<file path="src/rtl/adc_port_pkg.sv">
// Shared constants, types and reset values of the parallel host port
package adc_port_pkg;

   // Widths and depths
   localparam int DATA_W     = 12;
   localparam int CFG_W      = 10;
   localparam int FIFO_DEPTH = 16;
   localparam int PTR_W      = 4;
   localparam int CNT_W      = 5;
   localparam int STAT_W     = 3;

   // Control register address field carried on the top two bus bits
   localparam int ADDR_MSB = 11;
   localparam int ADDR_LSB = 10;
   localparam logic [1:0] ADDR_CR0  = 2'h0;
   localparam logic [1:0] ADDR_CR1  = 2'h1;
   localparam logic [1:0] ADDR_MASK = 2'h2;
   localparam logic [1:0] ADDR_STAT = 2'h3;

   // Control register 0 fields
   localparam int CR0_REF_EXT_BIT = 0;
   localparam int CR0_SINGLE_BIT  = 1;

   // Control register 1 fields
   localparam int CR1_WR_ONLY_BIT  = 0;
   localparam int CR1_POL_HIGH_BIT = 1;
   localparam int CR1_PULSE_BIT    = 2;
   localparam int CR1_LEVEL_LSB    = 3;
   localparam int CR1_LEVEL_MSB    = 7;

   // Status and mask bit positions
   localparam int EV_LEVEL_BIT    = 0;
   localparam int EV_OVERFLOW_BIT = 1;
   localparam int EV_CONV_BIT     = 2;

   // Reset values
   localparam logic [CFG_W-1:0]  CR0_RESET  = 10'h000;
   localparam logic [CFG_W-1:0]  CR1_RESET  = 10'h008;
   localparam logic [STAT_W-1:0] MASK_RESET = 3'h0;
   localparam logic [STAT_W-1:0] STAT_RESET = 3'h0;
   localparam logic              FLAG_PIN_RESET = 1'b1;

   // Host bus sequencer states
   typedef enum logic [2:0] {
      ST_IDLE  = 3'b001,
      ST_WRITE = 3'b010,
      ST_READ  = 3'b100
   } bus_state_type;

   // Complete state of the top module
   typedef struct packed {
      logic                   sel_s1;
      logic                   sel_s2;
      logic                   wr_s1;
      logic                   wr_s2;
      logic                   rd_s1;
      logic                   rd_s2;
      logic                   pace_s1;
      logic                   pace_s2;
      logic                   pace_prev;
      logic [DATA_W-1:0]      data_s1;
      logic [DATA_W-1:0]      data_s2;
      logic [DATA_W-1:0]      wdata;
      bus_state_type          bus_st;
      logic [CFG_W-1:0]       cr0;
      logic [CFG_W-1:0]       cr1;
      logic [STAT_W-1:0]      mask;
      logic [STAT_W-1:0]      stat;
      logic                   stat_pending;
      logic                   level_prev;
      logic [DATA_W-1:0]      dout;
      logic                   doe;
      logic                   conv;
      logic                   flag;
      logic                   irq;
   } top_state_type;

   localparam top_state_type TOP_RESET = '{
      bus_st:  ST_IDLE,
      cr0:     CR0_RESET,
      cr1:     CR1_RESET,
      mask:    MASK_RESET,
      stat:    STAT_RESET,
      flag:    FLAG_PIN_RESET,
      default: '0
   };

   // Complete state of the sample FIFO
   typedef struct packed {
      logic [FIFO_DEPTH-1:0][DATA_W-1:0] mem;
      logic [PTR_W-1:0]                  wr_ptr;
      logic [PTR_W-1:0]                  rd_ptr;
      logic [CNT_W-1:0]                  count;
   } fifo_state_type;

   localparam fifo_state_type FIFO_RESET = '0;

endpackage : adc_port_pkg

</file>
<file path="src/rtl/fifo_link_if.sv">
// Link between the host port logic and its sample FIFO
interface fifo_link_if;
   import adc_port_pkg::*;

   logic                push;
   logic [DATA_W-1:0]   push_data;
   logic                pop;
   logic [DATA_W-1:0]   head;
   logic [CNT_W-1:0]    count;
   logic                full;
   logic                empty;

   modport store (input push, input push_data, input pop,
                  output head, output count, output full, output empty);
   modport user  (output push, output push_data, output pop,
                  input head, input count, input full, input empty);
endinterface : fifo_link_if

</file>
<file path="src/rtl/adc_host_port.sv">
// Parallel host port of a four-input sampling converter
//
// Function
// - Continuous mode: external clock on the pace pin paces every conversion.
// - Single mode: falling pace pin edge holds inputs and starts one conversion.
// - Two chip selects: first active low, second active high.
// - Sample-ready flag polarity is programmable, low or high active.
// - Sample-ready flag acts as static level or one-cycle pulse.
// - Sample-ready flag follows FIFO fill level, usable as interrupt request.
// - Twelve-bit tri-state data bus, bit 0 least, bit 11 most significant.
// - On register writes bits 10 and 11 select the control register.
// - Write strobe is programmable: read/write direction line or active-low write.
// - Read select counts only when write strobe is configured write-only.
// - Control register 0 chooses internal or external reference.
// - Internal oscillator runs in single mode, stops in continuous mode.
// - Converted samples wait in a sixteen-word FIFO.
module adc_host_port
   import adc_port_pkg::*;
(
   // Clock and reset
   input  wire logic                              core_clk,
   input  wire logic                              rst_b,
   // Chip selects
   input  wire logic                              select_low_n,
   input  wire logic                              select_high,
   // Strobes
   input  wire logic                              write_strobe,
   input  wire logic                              read_select_n,
   // Data bus, split into its three signals
   input  wire logic [adc_port_pkg::DATA_W-1:0]   bus_data_in,
   output logic      [adc_port_pkg::DATA_W-1:0]   bus_data_out,
   output logic                                   bus_data_oe,
   // Conversion pin
   input  wire logic                              conversion_pace_in,
   // Converter core side
   input  wire logic [adc_port_pkg::DATA_W-1:0]   sample_data,
   input  wire logic                              sample_valid,
   output logic                                   conv_launch,
   output logic                                   osc_enable,
   output logic                                   ref_external,
   // Flag and interrupt
   output logic                                   sample_ready_flag,
   output logic                                   irq
);
   import adc_port_pkg::*;

   top_state_type q;
   top_state_type n;
   fifo_link_if   fifo ();

   // Sample storage
   sample_fifo u_fifo (
      .core_clk (core_clk),
      .rst_b    (rst_b),
      .link     (fifo.store)
   );

   // Decoded configuration
   logic                wr_only;
   logic                single_mode;
   logic                pol_high;
   logic                pulse_mode;
   logic [CNT_W-1:0]    level_thr;

   assign wr_only     = q.cr1[CR1_WR_ONLY_BIT];
   assign single_mode = q.cr0[CR0_SINGLE_BIT];
   assign pol_high    = q.cr1[CR1_POL_HIGH_BIT];
   assign pulse_mode  = q.cr1[CR1_PULSE_BIT];
   assign level_thr   = q.cr1[CR1_LEVEL_MSB:CR1_LEVEL_LSB];

   // Fill level non-zero and at or above the programmed threshold
   function automatic logic level_reached(input logic [CNT_W-1:0] cnt,
                                          input logic [CNT_W-1:0] thr);
      level_reached = (cnt != '0) && (cnt >= thr);
   endfunction : level_reached

   // Bus request decoding from synchronised pins
   logic sel;
   logic wr_req;
   logic rd_req;

   assign sel    = q.sel_s2;
   assign wr_req = sel && !q.wr_s2;
   assign rd_req = sel && q.wr_s2 && (!wr_only || !q.rd_s2);

   // Events and commits of this cycle
   logic                level_now;
   logic                pace_fall;
   logic                pace_rise;
   logic                read_end;
   logic                write_end;
   logic [1:0]          waddr;
   logic [STAT_W-1:0]   ev;

   assign level_now = level_reached(fifo.count, level_thr);
   assign pace_fall = q.pace_prev && !q.pace_s2;
   assign pace_rise = !q.pace_prev && q.pace_s2;
   assign read_end  = (q.bus_st == ST_READ) && !rd_req;
   assign write_end = (q.bus_st == ST_WRITE) && !wr_req;
   assign waddr     = q.wdata[ADDR_MSB:ADDR_LSB];

   // FIFO feed and drain
   assign fifo.push      = sample_valid;
   assign fifo.push_data = sample_data;
   assign fifo.pop       = read_end && !q.stat_pending;

   // Status events: level reached, overflow, conversion launched
   always_comb begin
      ev                  = '0;
      ev[EV_LEVEL_BIT]    = level_now && !q.level_prev;
      ev[EV_OVERFLOW_BIT] = sample_valid && fifo.full;
      ev[EV_CONV_BIT]     = q.conv;
   end

   // Next state of the whole port
   always_comb begin
      logic flag_active;
      flag_active = 1'b0;
      n = q;

      // Two-stage synchronisers on every pin
      n.sel_s1  = !select_low_n && select_high;
      n.sel_s2  = q.sel_s1;
      n.wr_s1   = write_strobe;
      n.wr_s2   = q.wr_s1;
      n.rd_s1   = read_select_n;
      n.rd_s2   = q.rd_s1;
      n.pace_s1 = conversion_pace_in;
      n.pace_s2 = q.pace_s1;
      n.data_s1 = bus_data_in;
      n.data_s2 = q.data_s1;
      n.pace_prev = q.pace_s2;

      // Host bus sequencer
      unique case (q.bus_st)
         ST_IDLE: begin
            if (wr_req) begin
               n.bus_st = ST_WRITE;
               n.wdata  = q.data_s2;
            end else if (rd_req) begin
               n.bus_st = ST_READ;
               n.doe    = 1'b1;
               if (q.stat_pending) begin
                  n.dout = DATA_W'(q.stat);
               end else begin
                  n.dout = fifo.head;
               end
            end
         end
         ST_WRITE: begin
            if (wr_req) begin
               n.wdata = q.data_s2;
            end else begin
               n.bus_st = ST_IDLE;
               unique case (waddr)
                  ADDR_CR0:  n.cr0 = q.wdata[CFG_W-1:0];
                  ADDR_CR1:  n.cr1 = q.wdata[CFG_W-1:0];
                  ADDR_MASK: n.mask = q.wdata[STAT_W-1:0];
                  ADDR_STAT: n.stat_pending = 1'b1;
               endcase
            end
         end
         ST_READ: begin
            if (!rd_req) begin
               n.bus_st = ST_IDLE;
               n.doe    = 1'b0;
               n.stat_pending = 1'b0;
            end
         end
      endcase

      // Conversion launch from the pace pin
      if (single_mode) begin
         n.conv = pace_fall;
      end else begin
         n.conv = pace_rise;
      end

      // Sticky status; a new event wins over the read clear
      if (read_end && q.stat_pending) begin
         n.stat = ev;
      end else begin
         n.stat = q.stat | ev;
      end

      // Sample-ready flag: level or pulse, then polarity
      n.level_prev = level_now;
      if (pulse_mode) begin
         flag_active = level_now && !q.level_prev;
      end else begin
         flag_active = level_now;
      end
      n.flag = flag_active ~^ pol_high;

      n.irq = |(n.stat & q.mask);
   end

   // State register
   always_ff @(posedge core_clk or negedge rst_b) begin
      if (!rst_b) begin
         q <= TOP_RESET;
      end else begin
         q <= n;
      end
   end

   // Outputs straight from the state register
   assign bus_data_out      = q.dout;
   assign bus_data_oe       = q.doe;
   assign conv_launch       = q.conv;
   assign osc_enable        = q.cr0[CR0_SINGLE_BIT];
   assign ref_external      = q.cr0[CR0_REF_EXT_BIT];
   assign sample_ready_flag = q.flag;
   assign irq               = q.irq;

endmodule : adc_host_port

</file>
<file path="src/rtl/sample_fifo.sv">
// Sixteen-word sample FIFO held in flip-flops
module sample_fifo
   import adc_port_pkg::*;
(
   // Clock and reset
   input  wire logic  core_clk,
   input  wire logic  rst_b,
   // Link to the port logic
   fifo_link_if.store link
);

   fifo_state_type q;
   fifo_state_type n;

   // Next state: write at the tail, read at the head
   always_comb begin
      logic do_push;
      logic do_pop;
      do_push = 1'b0;
      do_pop  = 1'b0;
      n = q;
      do_push = link.push && (q.count != CNT_W'(FIFO_DEPTH));
      do_pop  = link.pop && (q.count != '0);
      if (do_push) begin
         n.mem[q.wr_ptr] = link.push_data;
         n.wr_ptr        = q.wr_ptr + 4'h1;
      end
      if (do_pop) begin
         n.rd_ptr = q.rd_ptr + 4'h1;
      end
      if (do_push && !do_pop) begin
         n.count = q.count + 5'h01;
      end else if (do_pop && !do_push) begin
         n.count = q.count - 5'h01;
      end
   end

   // State register
   always_ff @(posedge core_clk or negedge rst_b) begin
      if (!rst_b) begin
         q <= FIFO_RESET;
      end else begin
         q <= n;
      end
   end

   // Head word and fill state
   assign link.head  = q.mem[q.rd_ptr];
   assign link.count = q.count;
   assign link.full  = (q.count == CNT_W'(FIFO_DEPTH));
   assign link.empty = (q.count == '0);

endmodule : sample_fifo

</file>
<file path="config.mk">
export PLATFORM = sky130hd
export DESIGN_NAME = adc_host_port
export DESIGN_NICKNAME = d
export VERILOG_FILES = /design/src/rtl/adc_port_pkg.sv /design/src/rtl/fifo_link_if.sv /design/src/rtl/adc_host_port.sv /design/src/rtl/sample_fifo.sv
export SDC_FILE = /design/constraint.sdc
export NUM_CORES = 1
export LEC_CHECK = 0
export BUFFER_PORTS_ARGS = -buffer_cell sky130_fd_sc_hd__buf_2
export CAP_MARGIN = 30
export CORE_MARGIN = 2
export CORE_UTILIZATION = 45
export DETAILED_ROUTE_END_ITERATION = 16
export GPL_TIMING_DRIVEN = 0
export PLACE_DENSITY = 0.67
export SLEW_MARGIN = 20
export SYNTH_ARGS = -nofsm -noshare
export SYNTH_HDL_FRONTEND = slang
export SYNTH_SLANG_ARGS = --single-unit
</file>
<file path="constraint.sdc">
create_clock -name core_clk -period 7.54 [get_ports core_clk]
set_input_delay 0.377 -clock core_clk [delete_from_list [all_inputs] [get_ports core_clk]]
set_output_delay 0.377 -clock core_clk [all_outputs]
set_load 0.005 [all_outputs]
</file>
# Yosys cells after proc, flatten, opt, wreduce, memory -nomap -nowiden
# Index checks and enable logic that the tools add are counted.
[word_totals] output_inout_bits=18 mem_count=0 rom_bits=0 latchBits=0 elab_cells=139 ram_bits=0 reg_bits=297 inputBits=32
[op_classes] n_bitwise=4 addsub=4 shift=0 reduce_logical=44 div=0 mux=26 magnitude_cmp=4 eq_ne=14 n_mul=0
[ops] op="192-bit bitwise mux" count=1
[ops] op="12-bit binary-select mux with 4-bit select" count=1
[ops] op="12-bit demux with 4-bit select" count=1
[ops] op="12-bit two-way mux" count=3
[ops] op="26-bit two-way mux" count=1
[ops] op="10-bit two-way mux" count=2
[ops] op="1-bit logical AND" count=17
[ops] op="3-bit two-way mux" count=5
[ops] op="3-bit AND reduction" count=5
[ops] op="1-bit logical NOT" count=11
[ops] op="4-bit by 5-bit less-than comparator with 1-bit output, second input constant" count=2
[ops] op="5-bit two-way mux" count=2
[ops] op="3-bit case mux with 3 select lines" count=1
[ops] op="4-bit by 1-bit adder with 4-bit output, second input constant" count=2
[ops] op="2-bit inequality test, second input constant" count=4
[ops] op="4-bit AND reduction" count=2
[ops] op="1-bit two-way mux" count=7
[ops] op="2-bit nonzero test" count=3
[ops] op="5-bit by 1-bit adder with 5-bit output, second input constant" count=1
[ops] op="5-bit == test, second input constant" count=1
[ops] op="5-bit greater-or-equal comparator" count=1
[ops] op="5-bit inequality test, second input constant" count=1
[ops] op="5-bit nonzero test" count=1
[ops] op="5-bit by 1-bit subtractor with 5-bit output, second input constant" count=1
[ops] op="18 further kinds" count=20

# Longest topological paths before layout
[logic_depth] depth_word=10 depth_mapped=12

# Modules after synthesis
# A second synthesis with hierarchy kept.
[unflattened] cells_unflattened=898 area_unflattened_um2=12911.1
[modules_own_cells] mod="sample_fifo" instances=1 area_each_um2=9944.5 cells_each=677 seq_area_each_um2=5129.9
[modules_own_cells] mod="adc_host_port" instances=1 area_each_um2=2966.6 cells_each=221 seq_area_each_um2=1905.6

# Least setup slack after synthesis
# Ideal clock, no wire load.
[synth_path] path_kind="register to register" startpoint="reg q[45] in the netlist's numbering" endpoint="reg u_fifo.q (netlist bit u_fifo.link.count[4])" arrival_ps=2553 required_ps=7414 path_slack_ps=4861 stages_incl_launch_ff=13 path_buffers=0 setup_ps=126 cell_sequence="dfrtp_1 -> nor3b_2 -> o21ai_0 -> nor3_1 -> inv_1 -> ha_1 -> inv_1 -> ha_1 -> a21o_1 -> a21oi_1 -> xnor2_1 -> nor2_1 -> xor2_1"
[synth_between] elab_chain_cells=7
[synth_lines] item="from (decl)" line="adc_host_port.sv:47" text="top_state_type q;"
[synth_lines] item="from (signal assigned)" line="adc_host_port.sv:203" text="q <= n;"
[synth_lines] item="3-bit == test *" line="adc_host_port.sv:98" text="assign read_end = (q.bus_st == ST_READ) && !rd_req;"
[synth_lines] item="1-bit logical AND *" line="adc_host_port.sv:98"
[synth_lines] item="1-bit logical AND *" line="adc_host_port.sv:105" text="assign fifo.pop = read_end && !q.stat_pending;"
[synth_lines] item="1-bit logical AND *" line="sample_fifo.sv:23" text="do_pop = link.pop && (q.count != '0);"
[synth_lines] item="1-bit logical NOT" line="sample_fifo.sv:31" text="if (do_push && !do_pop) begin"
[synth_lines] item="1-bit logical AND" line="sample_fifo.sv:31"
[synth_lines] item="5-bit two-way mux or 2-bit nonzero test (tied branches)"
[synth_lines] item="to (signal assigned)" line="sample_fifo.sv:43" text="q <= n;"
[synth_lines] item="to (decl)" line="sample_fifo.sv:12" text="fifo_state_type q;"
# Every way passes the cells marked *; elsewhere a longest branch is shown, timed or not.
# A chain may end at the register's enable or synchronous reset.

# Worst setup path in the final report
[layout_path] startpoint="reg q[46] in the netlist's numbering" endpoint="reg u_fifo.q (netlist bit u_fifo.link.count[4])"
# The elaborated chain is that of the path after synthesis.

==> flow_metrics.tcl <==
set metrics [dict create \
    async_flop_share 1.00 \
    hold_path.class "primary input to register" \
    wl_per_cell_um 20.8 \
    drc 0 \
    grt_pass1_wl_mm 43.6 \
    synth_top_family_by_area "multiplexers" \
    die_area_um2 29100 \
    slew_headroom 0.388 \
    tritoncts "yes" \
    pwr_density_cell_nw_per_um2 424 \
    netlist_area_um2 12500 \
    seq_area_frac_synth 0.563 \
    crit_buf_inv 2 \
    yosysUniqueCellTypes 55 \
    finalMaxSlewViolations 0 \
    die_h_um 171 \
    ys.flop_type "dfrtp_1" \
    rsz0062_at_grt "false" \
    status "finished, final reports clean" \
    period_share 0.462 \
    syn_nets 885 \
    fin_util 0.524 \
    antenna_found_initial 2 \
    crit_arrival_ps 3920 \
    path_cells "nor3b_2 -> o21ai_0 -> nor3_1 -> inv_1 -> ha_1 -> inv_1 -> ha_1 -> a21o_1 -> a21oi_1 -> xnor2_1 -> nor2_1 -> xor2_1" \
    clkPwrFrac 0.233 \
    peakVddDrop_mv 0.212 \
    post_drt_via_cell_ratio 5.46 \
    antenna_cells 0 \
    synthAdderAreaFrac 0.0156 \
    ys_warn_count 0 \
    syn_inst 838 \
    hold_slack_ps 48.1 \
    synthSimpleGateAreaFrac 0.0425 \
    hold_viol_final 0 \
    grt_pass1_vias 7564 \
    power_uw 6120 \
    pin_count 50 \
    first_pass_iters 7 \
    start_util 0.454 \
    rows 61 \
    worst_setup_path_start_kind "register" \
    grt_max_degree 96 \
    critPathCaptureType "register" \
    root_buffer "clkbuf_16" \
    drive_gt1_frac 0.411 \
    skew_ps 12.4 \
    die-width_um 171 \
    ant_nets 0 \
    fmax_ghz 0.287 \
    area_growth_pct 15.4 \
    core-area_um2 27600 \
    crit_family "simple AND/OR/NAND/NOR gates" \
    synth-xor-area-share 0.00911 \
    p_int_uw 4240 \
    cp_slowest_stage_delay_ps 600 \
    path_class "register to register" \
    nets 982 \
    avgSynthCellArea_um2 14.9 \
    postRouteWirelength_mm 27.8 \
    multi_input_area_um2 4910 \
    power_frac_seq 0.407 \
    synth_compound_area_frac 0.0402 \
    vias 7293 \
    tns_ps 0 \
    fillers 2313 \
    synth.area.mux_share 0.285 \
    period_needed_ps 3480 \
    critical_path.max_fanout 7 \
    synth-edff-count 0 \
    slowest_stage "nor3_1" \
    clk_latency_ps 560 \
    max-clock-path-buffers 3 \
    gr-usage-all-layers 0.198 \
    grt_overflow_total 0 \
    cts_sinks 281 \
    synth.ff_latch_count 281 \
    swShare 0.307 \
    ctsHtreeMaxLevel 1 \
    clk_pin_slew_worst_paths_ps 60 \
    power_frac_comb 0.360 \
    final-seq-area_um2 7040 \
    drt-initial-drc-count 487 \
    postCtsSetupBuffers 0 \
    power_leakage_uw 0.00652 \
    numCtsBuffers 30 \
    p_sw_uw 1880 \
    io_buffers 47 \
    drv_cap 0 \
    worstMarginPinSlew_ps 918 \
    gp_congestion 0.774 \
    setup_viol 0 \
    required_ps 7980 \
    place_hpwl_mm 17.7 \
]
## synthesized netlist by cell type, types with 11 or more instances
master    instances  area share
xnor2_1          11      0.0077
mux4_1           14       0.029
dfrtp_1         278        0.56
mux2i_1          21       0.017
mux2_2          211        0.19
nor2b_1          15      0.0075
nor2_1           12      0.0036
a21oi_1          20      0.0080
clkbuf_1         16      0.0048
nand2_1          22      0.0066
ha_1             14       0.014
buf_4            28       0.017
mux4_2           25       0.045
inv_1            15      0.0045
nand3_1          16      0.0064
## power groups by stage
stage	clock (µW)	sequential [µW]	combinational (µW)
after floorplan	0	2400	1720
after global placement	0	2490	2160
after detailed placement	0	2510	2210
after CTS	1460	2490	2220
after global routing	1530	2570	2400
final	1430	2490	2200
## per-layer routing
| metal | global-route usage | wire length (µm) | vias to the layer above |
|---|---|---|---|
| li1 | - | - | 3262 |
| met1 | 0.280 | 12700 | 3826 |
| met2 | 0.319 | 13200 | 145 |
| met3 | 0.0305 | 1120 | 56 |
| met4 | 0.0595 | 662 | 4 |
| met5 | 0 | 24 | - |
## layout by cell type (no fill, tap or decap), types with 7 or more instances in the layout
cell,Yosys,final
nand3_1,16,16
buf_4,28,28
a22o_1,9,9
nand4_1,9,9
inv_1,15,15
nor2b_1,15,15
clkbuf_1,16,24
nor2_1,12,12
dlygate4sd3_1,0,15
o21ai_0,10,10
buf_2,8,54
mux2_2,211,211
mux2i_1,21,21
ha_1,14,14
mux4_1,14,14
buf_6,7,7
a21oi_1,20,20
nand2_1,22,22
dfrtp_1,278,278
clkbuf_16,0,30
xnor2_1,11,11
a211oi_1,9,9
clkbuf_8,3,14
mux4_2,25,25
## state kept, by name (all words and copies together) (netlist names)
signal and cells:
osc_enable 1, pulse_mode 1, bus_data_out 12, sample_ready_flag 1, ref_external 1, level_thr 5, n 15, u_fifo.link.count 5
sel 1, irq 1, u_fifo.q 200, bus_data_oe 1, pol_high 1, conv_launch 1, q 35
## path summary, 6_finish.rpt
check / from / end / slack (ps) / cells past startpoint
worst min register to register: n[84]$_DFF_PN0_ / n[83]$_DFF_PN0_ / 350 / 0
worst min-delay path: select_high / n[90]$_DFF_PN0_ / 50 / 2
max in group asynchronous: rst_b / u_fifo.q[105]$_DFFE_PN0P_ / 6160 / 4
worst max register to register: q[46]$_DFFE_PN0P_ / u_fifo.link.count[4]$_DFFE_PN0P_ / 4060 / 12
min in group asynchronous: rst_b / u_fifo.q[190]$_DFFE_PN0P_ / 280 / 2
worst max-delay path: q[46]$_DFFE_PN0P_ / u_fifo.link.count[4]$_DFFE_PN0P_ / 4060 / 12
## metrics by stage
stage / instances / cell area (µm²) / setup WS, ps
global placement: 1263 / 13200 / 819
CTS: 1335 / 14400 / 4130
global route: 1335 / 14400 / 3710
finish: 1335 / 14400 / 4060
detailed placement: 1266 / 13300 / 4160
floorplan: 838 / 12500 / 4860
## layout make-up
cell class,instances,share of cell area
tap,378,0.0328
inverter,15,0.00390
sequential,281,0.488
clock buffer,49,0.0646
multi-input combinational,474,0.340
timing repair buffer,65,0.0331
clock inverter,5,0.00278
buffer,68,0.0351
## logic make-up after synthesis
kind of cell               after synthesis
DFF                                    281
muxes                                  275
and+or+nand+nor                         99
buffers and inverters                   83
AOI/OAI and AO/OA                       72
adders and majority gates               15
xor gates and xnor gates                13
## worst reg2reg max path: cells and delay by family (launching register included)
family	cells	cell delay (ps)
adder cells (fa/ha/maj)	2	590
XOR/XNOR	2	290
buffers and inverters	2	420
AND/OR/NAND/NOR	3	1020
flip-flops	1	430
AO/OA/AOI/OAI	3	610
## what timing repair did
item | in CTS | in global routing
resized for setup | 0 | 0
hold buffers | 15 | 0
hold endpoints to repair | 46 | 0
Power figures use the tool's default switching activity.
